==> src/tsacr_regs.svh <==
`ifndef TSACR_REGS_SVH
`define TSACR_REGS_SVH

// ****************************************
// register addresses and reset values
// ****************************************
`define TSACR_ADDR_RESULT 4'h0
`define TSACR_ADDR_CFG 4'hc
`define TSACR_CFG_WR_RST 16'h0000
`define TSACR_CFG_RD_IDLE 16'h4000

// ****************************************
// configuration field positions
// ****************************************
`define TSACR_B_PSM 15
`define TSACR_B_STS 14
`define TSACR_B_RM 13
`define TSACR_F_CL 12:11
`define TSACR_F_PV 10:8
`define TSACR_F_PR 7:5
`define TSACR_F_SN 4:2
`define TSACR_B_DTW 1
`define TSACR_B_LSM 0

// ****************************************
// command byte fields
// ****************************************
`define TSACR_CB_ID 7
`define TSACR_CB_ADDR 6:3
`define TSACR_CB_RW 0
`define TSACR_CB1_RM 2
`define TSACR_CB1_RST 1
`define TSACR_CB1_STS 0
`define TSACR_C_XYZ 4'h0
`define TSACR_C_XY 4'h1
`define TSACR_C_RESV 4'hc
`define TSACR_CMD_LAST 5'h07
`define TSACR_WORD_LAST 5'h0f

// ****************************************
// timing
// ****************************************
`define TSACR_CLK_NS 40
`define TSACR_US_NS 1000
`define TSACR_US_CYC 5'((`TSACR_US_NS + `TSACR_CLK_NS - 1) / `TSACR_CLK_NS)
`define TSACR_LSM_NS 500
`define TSACR_LSM_CYC 10'((`TSACR_LSM_NS + `TSACR_CLK_NS - 1) / `TSACR_CLK_NS)
`define TSACR_OSC_NS 250
`define TSACR_OSC_CYC 10'(`TSACR_OSC_NS / `TSACR_CLK_NS)
`define TSACR_SAMPLE_OSC 10'h003
`define TSACR_BITS_LO 4'ha
`define TSACR_BITS_HI 4'hc
`define TSACR_DIV_1 2'h0
`define TSACR_DIV_2 2'h1
`define TSACR_DIV_4 2'h2
// tables in microseconds, code 7 first
`define TSACR_PV_TBL {17'd100000, 17'd50000, 17'd10000, 17'd5000, \
  17'd1000, 17'd500, 17'd100, 17'd0}
`define TSACR_PR_TBL {17'd1364, 17'd1300, 17'd1108, 17'd1044, \
  17'd340, 17'd276, 17'd84, 17'd20}
`define TSACR_SN_TBL {17'd2656, 17'd2592, 17'd2144, 17'd2080, \
  17'd608, 17'd544, 17'd96, 17'd32}

`endif

==> src/tsacr_pkg.sv <==
package tsacr_pkg;

  // sequencer phases
  typedef enum logic [2:0] {
    SQ_IDLE, SQ_SETTLE, SQ_SAMPLE, SQ_CONV, SQ_PRECH, SQ_SENSE
  } tsacr_seq_t;

  // delay timer state
  typedef struct packed {
    logic [4:0] pre;
    logic [16:0] cnt;
    logic run;
    logic done;
  } tsacr_tmr_st_t;

  // top state
  typedef struct packed {
    logic sclk_d;
    logic [4:0] bit_cnt;
    logic in_data;
    logic [7:0] cmd;
    logic [15:0] sh_in;
    logic [15:0] sh_out;
    logic [15:0] cfg;
    logic swrst;
    tsacr_seq_t seq;
    logic [1:0] coords;
    logic auto_run;
    logic [9:0] cyc;
    logic [3:0] bits_left;
    logic [15:0] result;
    logic data_rdy;
    logic conv_pulse;
    logic pint;
  } tsacr_top_st_t;

endpackage : tsacr_pkg

==> src/tsacr_delay_timer.sv <==
`timescale 1ns/1ps
`default_nettype none
`include "tsacr_regs.svh"

module tsacr_delay_timer (
  // clock and reset
  input wire logic ref_clk,
  input wire logic rst,
  // control
  input wire logic load,
  input wire logic abort,
  input wire logic [16:0] load_us,
  // completion
  output logic done
);

  tsacr_pkg::tsacr_tmr_st_t st;
  tsacr_pkg::tsacr_tmr_st_t nx;

  // microsecond countdown, done pulse at zero
  always_comb begin
    nx = st;
    nx.done = 1'b0;
    if (abort) begin
      nx.run = 1'b0;
    end else if (load) begin
      nx.cnt = load_us;
      nx.pre = 5'h00;
      nx.run = 1'b1;
    end else if (st.run) begin
      if (st.cnt == 17'h00000) begin
        nx.run = 1'b0;
        nx.done = 1'b1;
      end else if (st.pre == `TSACR_US_CYC - 5'h01) begin
        nx.pre = 5'h00;
        nx.cnt = st.cnt - 17'h00001;
      end else begin
        nx.pre = st.pre + 5'h01;
      end
    end
  end

  // state register
  always_ff @(posedge ref_clk or posedge rst) begin
    if (rst) begin
      st <= '0;
    end else begin
      st <= nx;
    end
  end

  assign done = st.done;

endmodule : tsacr_delay_timer
`default_nettype wire

==> src/tsacr_top.sv <==
`timescale 1ns/1ps
`default_nettype none
`include "tsacr_regs.svh"

module tsacr_top (
  // clock and reset
  input wire logic ref_clk,
  input wire logic rst,
  // serial port
  input wire logic cs_n,
  input wire logic sclk,
  input wire logic sdi,
  output logic sdo,
  output logic sdo_en,
  // analog front end
  input wire logic pen_touch,
  input wire logic [11:0] adc_data,
  output logic adc_power_down,
  output logic panel_drive_en,
  output logic adc_sample_en,
  // results
  output logic [15:0] conv_result,
  output logic conv_done,
  output logic pen_or_data_ready_out
);

  tsacr_pkg::tsacr_top_st_t st, nx;
  logic tmr_load, tmr_abort, tmr_done;
  logic [16:0] tmr_us;
  logic stop, idle, rise, fall, start_host;
  logic [7:0] cmd_byte;
  logic [15:0] word_in, cfg_rd;
  logic [1:0] eff_div;
  logic [9:0] conv_period;

  // ****************************************
  // derived status
  // ****************************************
  assign stop = st.cfg[`TSACR_B_STS] | st.swrst;
  assign idle = (st.seq == tsacr_pkg::SQ_IDLE);
  assign rise = sclk & ~st.sclk_d;
  assign fall = ~sclk & st.sclk_d;
  assign cmd_byte = {st.sh_in[6:0], sdi};
  assign word_in = {st.sh_in[14:0], sdi};

  // read image of the configuration word
  // pen status read
  always_comb begin
    cfg_rd = st.cfg;
    cfg_rd[`TSACR_B_PSM] = pen_touch;
    cfg_rd[`TSACR_B_STS] = idle;
  end

  // converter clock divide, unsafe codes remapped
  // divider select
  always_comb begin
    eff_div = st.cfg[`TSACR_F_CL];
    if (eff_div == 2'h3) begin
      eff_div = `TSACR_DIV_4;
    end else if (eff_div == `TSACR_DIV_1 && st.cfg[`TSACR_B_RM]) begin
      eff_div = `TSACR_DIV_2;
    end
    conv_period = `TSACR_OSC_CYC << eff_div;
  end

  // ****************************************
  // serial command decoder and sequencer
  // ****************************************
  always_comb begin
    nx = st;
    nx.sclk_d = sclk;
    nx.conv_pulse = 1'b0;
    tmr_load = 1'b0;
    tmr_abort = 1'b0;
    tmr_us = 17'h00000;
    start_host = 1'b0;
    if (cs_n) begin
      nx.bit_cnt = 5'h00;
      nx.in_data = 1'b0;
    end else begin
      // shift out read word after its first data edge
      if (fall && st.in_data && st.bit_cnt != 5'h00) begin
        nx.sh_out = {st.sh_out[14:0], 1'b0};
      end
      if (rise) begin
        nx.sh_in = word_in;
        nx.bit_cnt = st.bit_cnt + 5'h01;
        if (!st.in_data && st.bit_cnt == `TSACR_CMD_LAST) begin
          nx.bit_cnt = 5'h00;
          nx.cmd = cmd_byte;
          if (cmd_byte[`TSACR_CB_ID]) begin
            nx.cfg[`TSACR_B_RM] = cmd_byte[`TSACR_CB1_RM];
            nx.cfg[`TSACR_B_STS] = cmd_byte[`TSACR_CB1_STS];
            nx.swrst = cmd_byte[`TSACR_CB1_RST];
            start_host = !cmd_byte[`TSACR_CB1_STS] &&
              !cmd_byte[`TSACR_CB1_RST] &&
              cmd_byte[`TSACR_CB_ADDR] < `TSACR_C_RESV;
            nx.coords = (cmd_byte[`TSACR_CB_ADDR] == `TSACR_C_XYZ) ? 2'h3 :
              (cmd_byte[`TSACR_CB_ADDR] == `TSACR_C_XY) ? 2'h2 : 2'h1;
          end else begin
            nx.in_data = 1'b1;
            nx.sh_out = 16'h0000;
            if (cmd_byte[`TSACR_CB_RW]) begin
              if (cmd_byte[`TSACR_CB_ADDR] == `TSACR_ADDR_CFG) begin
                nx.sh_out = cfg_rd;
              end else if (cmd_byte[`TSACR_CB_ADDR] == `TSACR_ADDR_RESULT) begin
                nx.sh_out = st.result;
                nx.data_rdy = 1'b0;
              end
            end
          end
        end else if (st.in_data && st.bit_cnt == `TSACR_WORD_LAST) begin
          nx.bit_cnt = 5'h00;
          nx.in_data = 1'b0;
          // written state held apart from read image
          if (!st.cmd[`TSACR_CB_RW] &&
              st.cmd[`TSACR_CB_ADDR] == `TSACR_ADDR_CFG) begin
            nx.cfg = word_in;
          end
        end
      end
    end
    if (nx.swrst) begin
      nx.cfg = `TSACR_CFG_WR_RST;
    end
    // conversion sequence
    case (st.seq)
      tsacr_pkg::SQ_IDLE: begin
        if (!stop && (start_host ||
            (st.cfg[`TSACR_B_PSM] && pen_touch))) begin
          nx.auto_run = !start_host;
          if (!start_host) begin
            nx.coords = 2'h3;
          end
          nx.seq = tsacr_pkg::SQ_SETTLE;
          tmr_load = 1'b1;
          tmr_us = `TSACR_PV_TBL[st.cfg[`TSACR_F_PV] * 17 +: 17];
        end
      end
      tsacr_pkg::SQ_SETTLE: begin
        if (tmr_done) begin
          nx.seq = tsacr_pkg::SQ_SAMPLE;
          nx.cyc = `TSACR_SAMPLE_OSC * `TSACR_OSC_CYC +
            (st.cfg[`TSACR_B_LSM] ? `TSACR_LSM_CYC : 10'h000);
        end
      end
      tsacr_pkg::SQ_SAMPLE: begin
        // last count ends the phase, so the load value is its length
        if (st.cyc == 10'h001) begin
          nx.seq = tsacr_pkg::SQ_CONV;
          nx.cyc = conv_period;
          nx.bits_left = st.cfg[`TSACR_B_RM] ? `TSACR_BITS_HI
            : `TSACR_BITS_LO;
        end else begin
          nx.cyc = st.cyc - 10'h001;
        end
      end
      tsacr_pkg::SQ_CONV: begin
        if (st.cyc > 10'h001) begin
          nx.cyc = st.cyc - 10'h001;
        end else if (st.bits_left > 4'h1) begin
          nx.cyc = conv_period;
          nx.bits_left = st.bits_left - 4'h1;
        end else begin
          nx.result = st.cfg[`TSACR_B_RM] ? {4'h0, adc_data}
            : {6'h00, adc_data[11:2]};
          nx.data_rdy = 1'b1;
          nx.conv_pulse = 1'b1;
          nx.seq = tsacr_pkg::SQ_PRECH;
          tmr_load = 1'b1;
          tmr_us = `TSACR_PR_TBL[st.cfg[`TSACR_F_PR] * 17 +: 17];
        end
      end
      tsacr_pkg::SQ_PRECH: begin
        if (tmr_done) begin
          nx.seq = tsacr_pkg::SQ_SENSE;
          tmr_load = 1'b1;
          tmr_us = `TSACR_SN_TBL[st.cfg[`TSACR_F_SN] * 17 +: 17];
        end
      end
      tsacr_pkg::SQ_SENSE: begin
        if (tmr_done) begin
          if (st.auto_run && !pen_touch) begin
            nx.seq = tsacr_pkg::SQ_IDLE;
          end else if (st.coords > 2'h1) begin
            nx.coords = st.coords - 2'h1;
            nx.seq = tsacr_pkg::SQ_SETTLE;
            tmr_load = 1'b1;
            tmr_us = `TSACR_PV_TBL[st.cfg[`TSACR_F_PV] * 17 +: 17];
          end else begin
            nx.seq = tsacr_pkg::SQ_IDLE;
          end
        end
      end
      default: begin
        nx.seq = tsacr_pkg::SQ_IDLE;
      end
    endcase

    if (stop) begin
      nx.seq = tsacr_pkg::SQ_IDLE;
      tmr_abort = 1'b1;
    end

    if (!st.cfg[`TSACR_B_PSM] && st.cfg[`TSACR_B_DTW] &&
        nx.seq == tsacr_pkg::SQ_IDLE) begin
      nx.pint = !pen_touch;
    end else begin
      nx.pint = nx.data_rdy;
    end
  end

  // state register
  always_ff @(posedge ref_clk or posedge rst) begin
    if (rst) begin
      st <= '0;
    end else begin
      st <= nx;
    end
  end

  // stage delays
  tsacr_delay_timer u_timer (
    .ref_clk(ref_clk),
    .rst(rst),
    .load(tmr_load),
    .abort(tmr_abort),
    .load_us(tmr_us),
    .done(tmr_done)
  );

  // ****************************************
  // outputs
  // ****************************************
  assign sdo = st.sh_out[15];
  assign sdo_en = !cs_n && st.in_data && st.cmd[`TSACR_CB_RW];
  assign adc_power_down = stop;
  assign panel_drive_en = (st.seq == tsacr_pkg::SQ_SETTLE) ||
    (st.seq == tsacr_pkg::SQ_SAMPLE) || (st.seq == tsacr_pkg::SQ_CONV);
  assign adc_sample_en = (st.seq == tsacr_pkg::SQ_SAMPLE);
  assign conv_result = st.result;
  assign conv_done = st.conv_pulse;
  assign pen_or_data_ready_out = st.pint;

  // ****************************************
  // checks
  // ****************************************
  AST_RESET_VALUE: assert property (@(posedge ref_clk)
    $fell(rst) |-> (st.cfg == `TSACR_CFG_WR_RST) &&
      ((cfg_rd | 16'h8000) == (`TSACR_CFG_RD_IDLE | 16'h8000)))
    else $error("config reset value wrong");
  AST_PEN_READ: assert property (@(posedge ref_clk) disable iff (rst)
    cfg_rd[`TSACR_B_PSM] == pen_touch)
    else $error("pen bit mismatch");
  AST_IDLE_READ: assert property (@(posedge ref_clk) disable iff (rst)
    cfg_rd[`TSACR_B_STS] == (st.seq == tsacr_pkg::SQ_IDLE))
    else $error("idle bit mismatch");
  AST_STOP_ABORT: assert property (@(posedge ref_clk) disable iff (rst)
    stop |-> adc_power_down ##1 st.seq == tsacr_pkg::SQ_IDLE)
    else $error("stop did not abort");
  AST_AUTO_START: assert property (@(posedge ref_clk) disable iff (rst)
    (idle && !stop && st.cfg[`TSACR_B_PSM] && pen_touch)
      |=> st.seq == tsacr_pkg::SQ_SETTLE)
    else $error("self-run scan not started");
  AST_RES_BITS: assert property (@(posedge ref_clk) disable iff (rst)
    (st.seq == tsacr_pkg::SQ_SAMPLE && st.cyc == 10'h001 && !stop)
      |=> st.bits_left == (st.cfg[`TSACR_B_RM] ? 4'hc : 4'ha))
    else $error("wrong resolution bit count");
  AST_LONG_SAMPLE: assert property (@(posedge ref_clk) disable iff (rst)
    (st.seq == tsacr_pkg::SQ_SETTLE && tmr_done && !stop)
      |=> st.cyc == (st.cfg[`TSACR_B_LSM] ? 10'd31 : 10'd18))
    else $error("sample length wrong");
  AST_NO_FAST_12: assert property (@(posedge ref_clk) disable iff (rst)
    st.cfg[`TSACR_B_RM] |-> conv_period >= 10'd12)
    else $error("12-bit run at 4MHz");
  AST_BG_DETECT: assert property (@(posedge ref_clk) disable iff (rst)
    (!st.cfg[`TSACR_B_PSM] && st.cfg[`TSACR_B_DTW] && idle && !pen_touch &&
      nx.seq == tsacr_pkg::SQ_IDLE) |=> pen_or_data_ready_out)
    else $error("background detect line low");
  AST_RIGHT_ALIGN: assert property (@(posedge ref_clk) disable iff (rst)
    conv_done |-> conv_result[15:12] == 4'h0 &&
      ($past(st.cfg[`TSACR_B_RM]) || conv_result[11:10] == 2'h0))
    else $error("result not right aligned");
endmodule : tsacr_top
`default_nettype wire
==> config.mk <==
export PLATFORM = sky130hd
export DESIGN_NAME = tsacr_top
export DESIGN_NICKNAME = d
export VERILOG_FILES = /design/src/tsacr_pkg.sv /design/src/tsacr_delay_timer.sv /design/src/tsacr_top.sv
export VERILOG_INCLUDE_DIRS = /design/src /design/src/src
export SDC_FILE = /design/constraint.sdc
export NUM_CORES = 1
export LEC_CHECK = 0
export BUFFER_PORTS_ARGS = -buffer_cell sky130_fd_sc_hd__buf_2
export CAP_MARGIN = 40
export CORE_ASPECT_RATIO = 0.6
export CORE_MARGIN = 10
export CORE_UTILIZATION = 61
export CTS_CLUSTER_SIZE = 40
export DETAILED_ROUTE_END_ITERATION = 7
export MAX_ROUTING_LAYER = met4
export PLACE_DENSITY = 0.81
export SLEW_MARGIN = 20
export SYNTH_ARGS = -nofsm -noshare
export SYNTH_HDL_FRONTEND = slang
export SYNTH_HIERARCHICAL = 1
export SYNTH_SLANG_ARGS = --single-unit
export TNS_END_PERCENT = 1
==> constraint.sdc <==
create_clock -name ref_clk -period 4 [get_ports ref_clk]
set_input_delay 0.6 -clock ref_clk [delete_from_list [all_inputs] [get_ports ref_clk]]
set_output_delay 0.6 -clock ref_clk [all_outputs]
set_load 0.01 [all_outputs]
==> summary.md <==
| Metric | Value |
|---|---|
| Initial antenna violation count | 0 |
| Initial Util | 63.56% |
| # hold bufs at CTS | 0 |
| Vias in the first global route | about 5.7k |
| Port bufs | 36 |
| P_int | between 0.003 and 0.004 W |
| Yosys warns | 6 |
| Avg Cell Area, Syn | 8.906 µm² |
| Final instance area | roughly 7700 µm² |
| Vias | approximately 6.1k |
| Worst slew pin tran | between 0.8 and 0.9 ns |
| Hold Crit Class | input pin to asynchronous set/reset pin |
| Via/cell ratio | roughly 6.5 |
| N_diodes | 0 |
| FF/Latch Area | around 3000 µm² |
| Clk root buf | clkbuf_16 |
| Clock input transition at the sequential cells of the worst setup and hold paths | 0.06 ns |
| Yosys cell types | 76 |
| MaxCap Viol Count | 0 |
| Initial DRC count | 881 |
| Data arrival, critical path | around 3.8 ns |
| Clock Skews | 0.01016 ns |
| Sequential fraction of the synthesis area | between 40 and 50% |
| VDD IR max | 0.0003250 V |
| Ports | 41 |
| Finish-stage setup viols | 0 |
| Final worst path period share | 86.78% |
| Setup CP Type | flop to flop |
| # resized after CTS | 0 |
| Clock H-tree levels | 4 |
| Core footprint | approximately 11000 µm² |
| Register bit total from synthesis | 119 |
| Switching part of the total power | between 30% and 40% |
| Synth Flop Type | dfrtp_1 |
| Synth top area cells | dfrtp_1 43%, nand2_1 6.4%, o21ai_0 4.8%, nor2_1 4.0%, mux2i_1 3.8% |
| DRC Markers | 0 |
| Fin nets | 821 |
| Endpoints failing hold | 0 |
| Top cell type's share of synthesized area | roughly 43% |
| Layout filler cell count | 782 |
| PD cells | 643.7 nW/µm² |
| Mapped Cells | between 700 and 800 |
| CP endpoint kind | flop |
| DP Area | 7034 µm² |
| Die ar. | 16010 µm² |
| Drt first pass iters | 7 |
| Critical path fanouts, max | 26 |
| Status | complete, no violations |
| Worst-Skew Late Latency | about 0.42 ns |
| Post-layout util | between 70% and 80% |
| Seq pwr share | a little over a third |
| Fin Setup TNS | 0 ns |
| Post-DRT Antenna Nets | 0 |
| Post-layout min period | between 3 and 4 ns |
| Total track usage | about a quarter |
| Die height | around 100 µm |
| WL final | between 15000 and 20000 µm |
| Max-slew violation count | 0 |
| Post-DP HPWL | 13560 µm |
| Share of cells above drive strength 1 | 14.63% |
| Area leader, netlist | dfrtp_1 |
| Clk buf depth | 2 |
| FP Rows | 29 |
| Worst path required time | between 4 and 5 ns |
| Total chip power | roughly 0.0049 W |
| TritonCTS Buffers | 17 |
| Wire per inst | 20.32 µm |
| Post-synth EDFFs | 0 |
| First-pass GRT wire length | 30500 µm |
| Footprint of the multi-input gates | 3416 µm² |
| Grt total ovfl | 0 |
| TritonCTS clock tree | yes |
| Clock group share of total power | between 30% and 40% |
| Setup crit start kind | flop |
| Die width | 156.8 µm |
| Slew margin rel. | between 40% and 50% |
| Largest net degree at the start of global routing | 34 |
| Post-Syn Area | roughly 6800 µm² |
| Post-CTS Setup Repair Bufs | 0 |
| FMAX | 0.2881 GHz |
| Clk sinks | 119 |
| Layout area overhead | 12.09% |
| Unrepaired setup endpoints after global routing | no |
| Psw | about 0.0019 W |
| Leakage | around 3.5 nW |
| Synth async-reset ratio | 100.0% |
| Logic pwr share | 31.7% |
| GP Congestion | between 0.9 and 1 |
## path summary, 6_finish.rpt
kind / slack [ns] / endpoint / depth (start not counted) / startpoint
worst min register to register: 0.48 / st[32]$_DFFE_PP0P_ / 1 / st[32]$_DFFE_PP0P_
worst min-delay path: 0.19 / conv_result[1]$_DFFE_PP0P_ / 2 / rst
worst max register to register: 0.53 / u_timer/st[17]$_DFFE_PP0P_ / 9 / st[29]$_DFFE_PP0P_
worst max-delay path: 0.53 / u_timer/st[17]$_DFFE_PP0P_ / 9 / st[29]$_DFFE_PP0P_
min in group ref_clk: 0.37 / st[102]$_DFF_PP0_ / 1 / sclk
max in group asynchronous: 3.13 / st[88]$_DFFE_PP0P_ / 3 / rst
## logic make-up (layout without fill, tap and decap cells)
| group | Yosys count | in the layout | share of synthesized area, % |
|---|---|---|---|
| simple gates | 300 | 300 | 21.63 |
| other cells | 1 | 6 | 0.05475 |
| buf+inv | 97 | 123 | 7.015 |
| mux | 36 | 36 | 5.444 |
| flops | 119 | 119 | 43.48 |
| xor+xnor | 3 | 3 | 0.3837 |
| compound gates | 197 | 197 | 19.07 |
| fa+ha+maj | 16 | 16 | 2.923 |
## cell usage after synthesis (all sizes together), types with 5 or more instances
cell type,number
dfrtp,119
nand2,116
o21ai,80
nor2,73
inv,38
a21oi,34
buf,31
clkbuf,28
mux2i,26
nor3,24
nand3,17
ha,16
a22oi,14
a221o,12
mux2,10
nand2b,8
nor2b,8
or3,8
or4,8
nor4,7
o31ai,7
a21o,5
a31oi,5
a32oi,5
## worst max-delay path, stage by stage (launching register included)
cell     delay, ns
dfrtp_1       0.44
or4_1         0.65
or3_1         0.51
or2_1         0.30
nand3_1       0.19
nor2b_1       0.22
a21o_1        0.30
a211o_4       0.40
o21ai_0       0.21
o21ai_0       0.12
## per-stage QoR
stage,hold slack [ns],setup slack (ns),instances
after CTS,0.1981,0.5963,937
after global placement,0.4493,0.6521,902
after floorplan,0.4392,0.4544,774
after global routing,0.2268,0.3746,939
after detailed placement,0.4732,0.5706,905
final,0.1920,0.5288,939
## registers in the layout (all words and copies together) (netlist names)
name,count
conv_result,12
u_timer/done,1
pen_or_data_ready_out,1
conv_done,1
cmd_byte,7
cfg_rd,14
u_timer/st,23
st,59
sdo,1
## routing by layer
| layer | up-vias | wire length [µm] | part of all wire (%) | global-route usage [%] |
|---|---|---|---|---|
| met3 | 38 | 2324 | 12 | 7.592 |
| met4 | 0 | 308 | 1.6 | 7.004 |
| met5 | - | 0 | 0 | - |
| li1 | 2748 | - | - | - |
| met1 | 2933 | 8421 | 44 | 34.03 |
| met2 | 409 | 8023 | 42 | 34.26 |
## placed cells by master (no fill, tap or decap), types with 7 or more instances in the layout
master	count
inv_1	37
dfrtp_1	119
buf_4	13
o21ai_0	66
nand3_1	17
nand2_1	116
nor2_1	73
mux2_2	10
nor2b_1	8
o21ai_1	9
nand2b_1	8
ha_1	16
nor3_1	23
or4_1	8
buf_2	37
mux2i_1	26
a21oi_1	33
or3_1	7
a22oi_1	14
a221o_1	12
clkbuf_16	17
## area by class of cell
type	instances	area share [%]
multi-input cells	558	44.49
flip-flops and latches	119	38.79
clock buffers	19	5.769
repair buffers	53	4.498
clock inverters	13	2.314
well taps	139	2.265
inverters	38	1.874
## power by group through the flow
stage / Clock [W] / Sequential [W] / Combinational [W]
floorplan: 0 / 0.00162 / 0.00129
global placement: 0 / 0.00174 / 0.00145
detailed placement: 0 / 0.00175 / 0.00152
CTS: 0.00162 / 0.00174 / 0.00153
global route: 0.00168 / 0.00179 / 0.00173
finish: 0.00163 / 0.00175 / 0.00157
No activity file was read; power rests on OpenSTA's default activity.
